### config.mk
export PLATFORM = sky130hd
export DESIGN_NAME = gcrc_general_call_clear
export DESIGN_NICKNAME = d
export VERILOG_FILES = /design/src/rtl/gcrc_pkg.sv /design/src/rtl/gcrc_general_call_clear.sv
export SDC_FILE = /design/constraint.sdc
export NUM_CORES = 1
export LEC_CHECK = 0
export BUFFER_PORTS_ARGS = -buffer_cell sky130_fd_sc_hd__buf_2
export CAP_MARGIN = 30
export CELL_PAD_IN_SITES_DETAIL_PLACEMENT = 1
export CELL_PAD_IN_SITES_GLOBAL_PLACEMENT = 1
export CORE_ASPECT_RATIO = 0.5
export CORE_MARGIN = 2
export CORE_UTILIZATION = 35
export CTS_CLUSTER_SIZE = 20
export DETAILED_ROUTE_END_ITERATION = 12
export PLACE_DENSITY = 0.68
export SYNTH_ARGS = -nofsm -noshare
export SYNTH_HDL_FRONTEND = slang
export SYNTH_SLANG_ARGS = --single-unit
export TNS_END_PERCENT = 20
### constraint.sdc
create_clock -name clock -period 4.7 [get_ports clock]
set_input_delay 0.235 -clock clock [delete_from_list [all_inputs] [get_ports clock]]
set_output_delay 0.235 -clock clock [all_outputs]
set_load 0.02 [all_outputs]
### src/rtl/gcrc_pkg.sv
package gcrc_pkg;
	// ****************************************
	// Bus addresses and command codes
	// ****************************************
	localparam logic [6:0] GEN_CALL_ADDR = 7'h00;
	localparam logic [7:0] RESET_CODE = 8'h06;
	localparam logic [6:0] OWN_LO_A = 7'h10;
	localparam logic [6:0] OWN_HI_A = 7'h1f;
	localparam logic [6:0] OWN_LO_B = 7'h30;
	localparam logic [6:0] OWN_HI_B = 7'h3f;
	localparam logic [6:0] SIDE_BIT_POS = 7'h05;
	// ****************************************
	// Register space
	// ****************************************
	localparam int REG_COUNT = 16;
	localparam logic [3:0] MODE_IDX = 4'h0;
	localparam logic [3:0] WHITE_R_IDX = 4'h1;
	localparam logic [3:0] WHITE_G_IDX = 4'h2;
	localparam logic [3:0] WHITE_B_IDX = 4'h3;
	localparam logic [7:0] MODE_KEEP_MASK = 8'h10;
	localparam logic [7:0] WHITE_KEEP_MASK = 8'h80;
	localparam logic [7:0] REG_RESET = 8'h00;
	// ****************************************
	// Timing
	// ****************************************
	localparam int CLOCK_MHZ = 125;
	localparam int SCL_MAX_KHZ = 100;
	localparam logic [2:0] BIT_COUNT_MAX = 3'h7;

	typedef enum logic [2:0] {
		GCRC_IDLE, GCRC_ADDR, GCRC_ADDR_ACK, GCRC_DATA, GCRC_DATA_ACK,
		GCRC_IGNORE
	} gcrc_state_e;

	typedef struct packed {
		logic scl;
		logic sda;
	} gcrc_bus_s;

	typedef struct packed {
		logic sda_out;
		logic sda_oe;
	} gcrc_drive_s;
endpackage : gcrc_pkg

### src/rtl/gcrc_general_call_clear.sv
`timescale 1ns/10ps
// Overview of operation
// [RULE1] Clear only on write to address zero with data byte 0x06.
// [RULE2] Clear clears every colour-adjust register of this controller side.
// [RULE3] Mode bit 4 and white-level bit 7 of each colour survive clear.
// [RULE4] After clear all colour adjustment is disabled; video uncorrected.
// [RULE5] General call address is write only; reads get no acknowledge.
// [RULE6] Own slave addresses are 0x10-0x1f and 0x30-0x3f; code flags only the range whose bit 5 equals SIDE_RIGHT.
// [RULE7] Slave only, up to 100 kHz; never drives the clock line.
// [RULE8] Acknowledge address and data byte; clear right after data byte.
module gcrc_general_call_clear #(
	parameter int REGS = gcrc_pkg::REG_COUNT,
	parameter logic SIDE_RIGHT = 1'b0
) (
	// Clock and reset
	input wire logic clock,
	input wire logic resetn,
	// Two-wire bus, sampled synchronously
	input wire gcrc_pkg::gcrc_bus_s bus_in,
	output gcrc_pkg::gcrc_drive_s bus_drive,
	// Register space, written by the regular slave logic
	input wire logic reg_write,
	input wire logic [3:0] reg_index,
	input wire logic [7:0] reg_wdata,
	output logic [REGS*8-1:0] reg_image,
	// Status
	output logic clear_pulse,
	output logic adjust_enabled,
	output logic own_addr_hit
);
	// ****************************************
	// Reset release
	// ****************************************
	logic [1:0] rst_sync_reg;
	logic rst_n;
	always_ff @(posedge clock or negedge resetn) begin
		if (!resetn) begin
			rst_sync_reg <= 2'b00;
		end else begin
			rst_sync_reg <= {rst_sync_reg[0], 1'b1};
		end
	end
	assign rst_n = rst_sync_reg[1];

	// ****************************************
	// Bus edge detection
	// ****************************************
	// Pins are already synchronous; one stage gives the edge reference
	gcrc_pkg::gcrc_bus_s prev_reg;
	logic scl_rise, scl_fall, start_cond, stop_cond;
	always_ff @(posedge clock or negedge rst_n) begin
		if (!rst_n) begin
			prev_reg <= '1;
		end else begin
			prev_reg <= bus_in;
		end
	end
	assign scl_rise = bus_in.scl && !prev_reg.scl;
	assign scl_fall = !bus_in.scl && prev_reg.scl;
	assign start_cond = bus_in.scl && prev_reg.scl && prev_reg.sda
		&& !bus_in.sda;
	assign stop_cond = bus_in.scl && prev_reg.scl && !prev_reg.sda
		&& bus_in.sda;

	// ****************************************
	// Byte receiver and general call decode
	// ****************************************
	gcrc_pkg::gcrc_state_e state_reg, state_next;
	logic [7:0] shift_reg, shift_next;
	logic [2:0] bit_reg, bit_next;
	logic ack_reg, ack_next;
	logic clear_reg, clear_next;
	logic hit_reg, hit_next;
	logic full_reg, full_next;
	logic [6:0] rx_addr;
	logic own_match;

	assign rx_addr = shift_reg[7:1];
	// Side bit 5 of the address must match this controller
	assign own_match = (((rx_addr >= gcrc_pkg::OWN_LO_A)
		&& (rx_addr <= gcrc_pkg::OWN_HI_A))
		|| ((rx_addr >= gcrc_pkg::OWN_LO_B)
		&& (rx_addr <= gcrc_pkg::OWN_HI_B)))
		&& (rx_addr[gcrc_pkg::SIDE_BIT_POS[2:0]] == SIDE_RIGHT); // RULE6

	always_comb begin
		state_next = state_reg;
		shift_next = shift_reg;
		bit_next = bit_reg;
		ack_next = ack_reg;
		clear_next = 1'b0;
		hit_next = 1'b0;
		full_next = full_reg;
		if (start_cond) begin
			state_next = gcrc_pkg::GCRC_ADDR;
			bit_next = 3'h0;
			ack_next = 1'b0;
			full_next = 1'b0;
		end else if (stop_cond) begin
			state_next = gcrc_pkg::GCRC_IDLE;
			ack_next = 1'b0;
			full_next = 1'b0;
		end else begin
			unique case (state_reg)
			gcrc_pkg::GCRC_IDLE, gcrc_pkg::GCRC_IGNORE: begin
				ack_next = 1'b0;
			end
			gcrc_pkg::GCRC_ADDR, gcrc_pkg::GCRC_DATA: begin
				// Count rises: the fall that ends START is no bit
				if (scl_rise) begin
					shift_next = {shift_reg[6:0], bus_in.sda};
					bit_next = bit_reg + 3'h1;
					full_next = (bit_reg
						== gcrc_pkg::BIT_COUNT_MAX);
				end
				if (scl_fall) begin
					if (full_reg) begin
						full_next = 1'b0;
						if (state_reg == gcrc_pkg::GCRC_ADDR) begin
							// Read of address zero is not acknowledged
							if (rx_addr == gcrc_pkg::GEN_CALL_ADDR
								&& !shift_reg[0]) begin // RULE5
								ack_next = 1'b1; // RULE8
								state_next = gcrc_pkg::GCRC_ADDR_ACK;
							end else begin
								hit_next = own_match; // RULE6
								state_next = gcrc_pkg::GCRC_IGNORE;
							end
						end else begin
							ack_next = 1'b1; // RULE8
							state_next = gcrc_pkg::GCRC_DATA_ACK;
							clear_next = (shift_reg
								== gcrc_pkg::RESET_CODE); // RULE1
						end
					end
				end
			end
			gcrc_pkg::GCRC_ADDR_ACK, gcrc_pkg::GCRC_DATA_ACK: begin
				if (scl_fall) begin
					ack_next = 1'b0;
					bit_next = 3'h0;
					// Further bytes after the code are ignored
					state_next = (state_reg == gcrc_pkg::GCRC_ADDR_ACK)
						? gcrc_pkg::GCRC_DATA : gcrc_pkg::GCRC_IGNORE;
				end
			end
			endcase
		end
	end

	always_ff @(posedge clock or negedge rst_n) begin
		if (!rst_n) begin
			state_reg <= gcrc_pkg::GCRC_IDLE;
			shift_reg <= 8'h00;
			bit_reg <= 3'h0;
			ack_reg <= 1'b0;
			clear_reg <= 1'b0;
			hit_reg <= 1'b0;
			full_reg <= 1'b0;
		end else begin
			state_reg <= state_next;
			shift_reg <= shift_next;
			bit_reg <= bit_next;
			ack_reg <= ack_next;
			clear_reg <= clear_next;
			hit_reg <= hit_next;
			full_reg <= full_next;
		end
	end

	// ****************************************
	// Acknowledge drive
	// ****************************************
	// Open drain: only ever pull SDA low, SCL is never driven
	assign bus_drive.sda_out = 1'b0; // RULE7
	assign bus_drive.sda_oe = ack_reg; // RULE8
	assign clear_pulse = clear_reg;
	assign own_addr_hit = hit_reg;

	// ****************************************
	// Colour-adjust register space
	// ****************************************
	logic [7:0] regs_reg [REGS];
	logic [7:0] regs_next [REGS];
	logic [REGS-1:0] live;
	for (genvar i = 0; i < REGS; i++) begin : g_reg
		localparam logic [7:0] KEEP = (i == int'(gcrc_pkg::MODE_IDX))
			? gcrc_pkg::MODE_KEEP_MASK
			: ((i >= int'(gcrc_pkg::WHITE_R_IDX)
			&& i <= int'(gcrc_pkg::WHITE_B_IDX))
			? gcrc_pkg::WHITE_KEEP_MASK : 8'h00);
		always_comb begin
			regs_next[i] = regs_reg[i];
			// Clear takes priority over a coincident software write
			if (clear_reg) begin
				regs_next[i] = regs_reg[i] & KEEP; // RULE2 RULE3
			end else if (reg_write && reg_index == 4'(i)) begin
				regs_next[i] = reg_wdata;
			end
		end
		always_ff @(posedge clock or negedge rst_n) begin
			if (!rst_n) begin
				regs_reg[i] <= gcrc_pkg::REG_RESET;
			end else begin
				regs_reg[i] <= regs_next[i];
			end
		end
		assign reg_image[i*8 +: 8] = regs_reg[i];
		assign live[i] = (regs_reg[i] & ~KEEP) != 8'h00; // RULE4
	end

	// ****************************************
	// Correction enable
	// ****************************************
	// Kept bits alone never switch correction back on
	always_comb begin
		adjust_enabled = 1'b0;
		for (int i = 0; i < REGS; i++) begin
			if (live[i]) begin
				adjust_enabled = 1'b1; // RULE4
			end
		end
	end
endmodule : gcrc_general_call_clear

-- Word level (Yosys, flattened, before mapping)
Index checks and enable logic that the tools add are counted.
Widths: inputs -> output; s select.
- register bits: 150
- input bits: 17
- output and inout port bits: 133
- word-level logic and storage cells: 239
- add/sub/neg operators: 1
- $lt $le $gt $ge: 4
- equal/unequal tests: 29
- mux-type cells: 89
- bitwise logic cells: 4
- reduce and logical (&&, ||, !) cells: 82
- operators by type and width (operator ; number):
    $mux 8 ; 26
    $reduce_bool 8->1 ; 16
    $mux 1 ; 42
    $mux 7 ; 6
    $mux 3 ; 12
    $eq 4x4->1 const B ; 8
    $reduce_bool 2->1 ; 16
    $logic_and 1x1->1 ; 27
    $eq 4x3->1 const B ; 4
    $reduce_and 4->1 ; 4
    $ne 4x4->1 const B ; 3
    $pmux 3 s2 ; 2
    $eq 3x3->1 const B ; 3
    $eq 4x2->1 const B ; 2
    $eq 8x3->1 const B ; 1
    $reduce_and 2->1 ; 4
    $ge 7x5->1 const B ; 1
    $ge 7x6->1 const B ; 1
    $le 7x5->1 const B ; 1
    $le 7x6->1 const B ; 1
    $logic_not 7->1 ; 1
    $eq 3x2->1 const B ; 2
    $ne 3x3->1 const B ; 2
    $reduce_bool 3->1 ; 2
    other kinds (13) ; 22

-- Logic depth before layout (Yosys ltp)
- depth in word-level cells: 17
- mapped depth: 7
- gate-level depth less buffers: 6

-- Worst setup path before layout
Ideal clock, no wire load.
- kind: reg-to-reg
- start point: reg clear_reg (netlist: clear_pulse)
- end point: reg regs_reg (netlist bit reg_image[31])
- arrival time: 1.580 ns
- required time: 4.575 ns
- slack: 2.996 ns
- stages on the path, launching flop included: 5
- clock period less this slack: 1.704 ns
- path through: dfrtp_1 clkbuf_1 or3_4 nor2_4 mux2_2
- cells in the longest elaborated chain, start to end: 2
- ends and longest elaborated chain (what ; RTL line ; source):
    start, declared ; gcrc_general_call_clear.sv:72 ; logic clear_reg, clear_next;
    start signal, assigned ; gcrc_general_call_clear.sv:165 ; clear_reg <= clear_next;
    $not 1->1 (no source line) ; - ;
    $reduce_and 2->1 (no source line) ; - ;
    end signal, assigned by index ; gcrc_general_call_clear.sv:203 ; regs_reg[i] <= gcrc_pkg::REG_RESET;
    end signal, assigned by index ; gcrc_general_call_clear.sv:205 ; regs_reg[i] <= regs_next[i];
    end, declared ; gcrc_general_call_clear.sv:183 ; logic [7:0] regs_reg [REGS];
No other way between the ends.
A chain may end at the register's enable or synchronous reset.

-- Worst setup path after layout
- start point: reg regs_reg (netlist bit reg_image[24])
- end point: out adjust_enabled
- cells in the longest elaborated chain, start to end: 14
- ends and longest elaborated chain (what ; RTL line ; source):
    $reduce_bool 8->1 ; gcrc_general_call_clear.sv:209 ; assign live[i] = (regs_reg[i] & ~KEEP) != 8'h00;
    $mux 1 (13 in a row) ; gcrc_general_call_clear.sv:219 ; if (live[i]) begin
    end, declared ; gcrc_general_call_clear.sv:28 ; output logic adjust_enabled,
No other way between the ends.

==> impl_metrics.json <==
{
  "status": "finished clean",
  "synth.yosys.warnings": 0,
  "diodes": 0,
  "wl_per_cell_um": 21.05,
  "grt_pass1_wl_mm": 33.32,
  "yosys_register_bits": 150,
  "cts.sinks": 150,
  "cts_max_level": 4,
  "power.total_uw": 4480,
  "cts_tree": "built",
  "ys_top_cells_by_area": "dfrtp_1 57%, a21oi_1 6.4%, o21ai_0 5.7%",
  "powerDensity_mw_per_mm2": 556.3,
  "crit_chain": "nor4_1 > nand4_1 > nor4_1 > nand2_1 > buf_2",
  "largest_reg_flops": 128,
  "cts_root_buf": "clkbuf_16",
  "relSlewSlack": 0.3822,
  "cpMostUsedCell": "nor4_1",
  "clkPwrFrac": 0.332,
  "synth_top_area_frac": 0.5682,
  "synth_top_family_by_area": "compound AO/OA/AOI/OAI gates",
  "switching_share": 0.3518,
  "multi_input_area_sq_mm": 0.002522,
  "layout.nets": 793,
  "skew_ps": 10.04,
  "portBuffers": 148,
  "netSwitchingPower_uw": 1576,
  "fin_crit_ps": 2780,
  "fillCellCount": 2107,
  "crit_path_top_delay_cell": "nor4_1",
  "path_clk_slew_ps": 60,
  "worstPathMaxFanout": 3,
  "place_congestion": 0.7618,
  "yosysUniqueCellTypes": 37,
  "yosys.area_share.xor_xnor": 0.001344,
  "yosys.area.top_type": "dfrtp_1",
  "clock_latency_ps": 430,
  "ys_seq_area_frac": 0.5763,
  "regArea_sq_mm": 0.003764,
  "slew_violations": 0,
  "numCtsBuffers": 17,
  "crit_type": "flop to primary output",
  "antenna_found_initial": 0,
  "internal-power_uw": 2904,
  "hold_path.class": "input pin to async pin",
  "grt_pass1_vias": 5700,
  "num_rows": 35,
  "cp.arrival_ps": 2540,
  "setup_violations": 0,
  "drc": 0,
  "drt_wl_total_mm": 21.60,
  "dieWidth_um": 197.0,
  "max_freq_mhz": 359.7,
  "drtIter0Drc": 328,
  "worstSetupStartpointType": "flop",
  "synth_cells": 651,
  "endpoint_kind": "primary output",
  "drive_gt1_frac": 0.2634,
  "final_area_sq_mm": 0.008054,
  "critPathMaxStageDelay_ps": 590,
  "cts_buffer_depth": 2,
  "synth-compound-area-share": 0.1599,
  "seqPwrFrac": 0.412,
  "core_area_sq_mm": 0.01831,
  "synth.avg_cell_area_sq_um": 10.01,
  "dieHeight_um": 100.5,
  "rsz0062_at_grt": "false",
  "critical_path_required_ps": 4470,
  "grt.total_usage": 0.2235,
  "cap_violations": 0,
  "p_leak_uw": 0.003739,
  "synth-simple-area-share": 0.1551,
  "dp_hpwl_mm": 13.98,
  "dpl_cell_area_sq_mm": 0.007400,
  "io_pins": 150,
  "area_growth_pct": 23.57,
  "syn_nets": 670,
  "ir_worst_vdd_mv": 0.2739,
  "p_comb_frac": 0.257,
  "synthMuxAreaShare": 0.06566,
  "grt_max_degree": 149,
  "hold_viol": 0,
  "crit_family": "simple AND/OR/NAND/NOR gates",
  "ant_nets": 0,
  "grt_overflow": 0,
  "dr.pass1.iters": 4,
  "start_util": 0.3560,
  "viasPerCell": 5.412,
  "via_count": 5553,
  "synth_fa_ha_area_frac": 0.003840,
  "dieArea_sq_mm": 0.01980,
  "post-route-period-util": 0.5915,
  "fin_setup_tns_ps": 0,
  "worst_pin_slew_ps": 926.6,
  "crit_buf_inv": 1,
  "synthesis.area_sq_mm": 0.006518
}
metal layers:
layer / global-route usage / vias to the layer above / routed length (um)
met3: 0.05721 / 24 / 1190
met1: 0.2951 / 2847 / 9721
met5: 0 / - / 0
li1: - / 2547 / -
met4: 0.06015 / 0 / 280
met2: 0.3699 / 135 / 10400
power groups by stage:
stage	Combinational, uW	Sequential [uW]	Clock [uW]
floorplan	442	2110	0
global placement	1130	1860	0
detailed placement	1160	1870	0
CTS	1170	1850	1510
global route	1250	1890	1560
finish	1150	1850	1490
metrics by stage:
| step | worst slack, ps | instances | hold WS, ps | util |
|---|---|---|---|---|
| 2_1_floorplan | 214.6 | 651 | -60.59 | - |
| 3_3_place_gp | 2360 | 992 | 20.24 | 0.4042 |
| 3_5_place_dp | 2356 | 992 | 22.35 | 0.4042 |
| 4_1_cts | 1900 | 1026 | 98.26 | 0.4400 |
| 5_1_grt | 1889 | 1026 | 104.1 | 0.4400 |
| 6_report | 1920 | 1026 | 121.8 | 0.4400 |
what timing repair did:
item,4_1_cts,5_1_grt
gates resized for setup,0,0
buffers inserted,0,0
setup endpoints to repair,0,0
hold buffers,3,0
endpoints found under the hold margin,4,0
layout by cell type, fill, tap and decap left out, types with 10 or more instances in the layout:
master / count
a21oi_1: 83
a22o_1: 21
buf_2: 148
clkbuf_16: 17
dfrtp_1: 146
mux2_2: 14
mux2i_1: 27
nand2_1: 87
nand3_1: 10
nor2_1: 45
nor4_1: 35
o21ai_0: 74
synth_stat cells (all sizes together):
master	number
a211oi	1
a21oi	83
a22o	21
a22oi	1
a2bb2oi	1
a32o	2
and3	3
buf	13
clkbuf	40
conb	2
dfrtp	148
dfstp	2
ha	2
inv	4
mux2	14
mux2i	27
nand2	87
nand2b	9
nand3	10
nand3b	2
nand4	7
nand4b	1
nor2	48
nor2b	2
nor3	4
nor3b	2
nor4	35
o21ai	74
o22ai	2
o2bb2ai	1
o31ai	1
or3	1
xnor2	1
logic make-up after synthesis:
family,count (synthesis)
other,2
and+or+nand+nor,211
adders and majority gates,2
AOI/OAI and AO/OA,187
DFF,150
xor gates and xnor gates,1
buffers and inverters,57
muxes,41
layout make-up:
cell class	instances	area share
Inverter	4	0.001864
Clock buffer	18	0.05329
Clock inverter	13	0.02423
Tap cell	240	0.03728
Timing Repair Buffer	157	0.1028
Multi-Input combinational cell	444	0.3132
Sequential cell	150	0.4673
path summary, 6_finish.rpt:
| path | from | end | slack (ps) | depth (start not counted) |
|---|---|---|---|---|
| max reg2reg | clear_pulse$_DFF_PN0_ | reg_image[23]$_DFFE_PN0P_ | 2810 | 3 |
| max in group asynchronous | rst_sync_reg[1]$_DFF_PN0_ | reg_image[40]$_DFFE_PN0P_ | 3600 | 1 |
| min | resetn | rst_sync_reg[1]$_DFF_PN0_ | 120 | 2 |
| min reg2reg | rst_sync_reg[0]$_DFF_PN0_ | rst_sync_reg[1]$_DFF_PN0_ | 350 | 0 |
| max | reg_image[24]$_DFFE_PN0P_ | adjust_enabled | 1920 | 5 |
| min in group clock | reg_wdata[0] | reg_image[48]$_DFFE_PN0P_ | 280 | 3 |
Note: power is estimated with default switching activity, not from simulation.
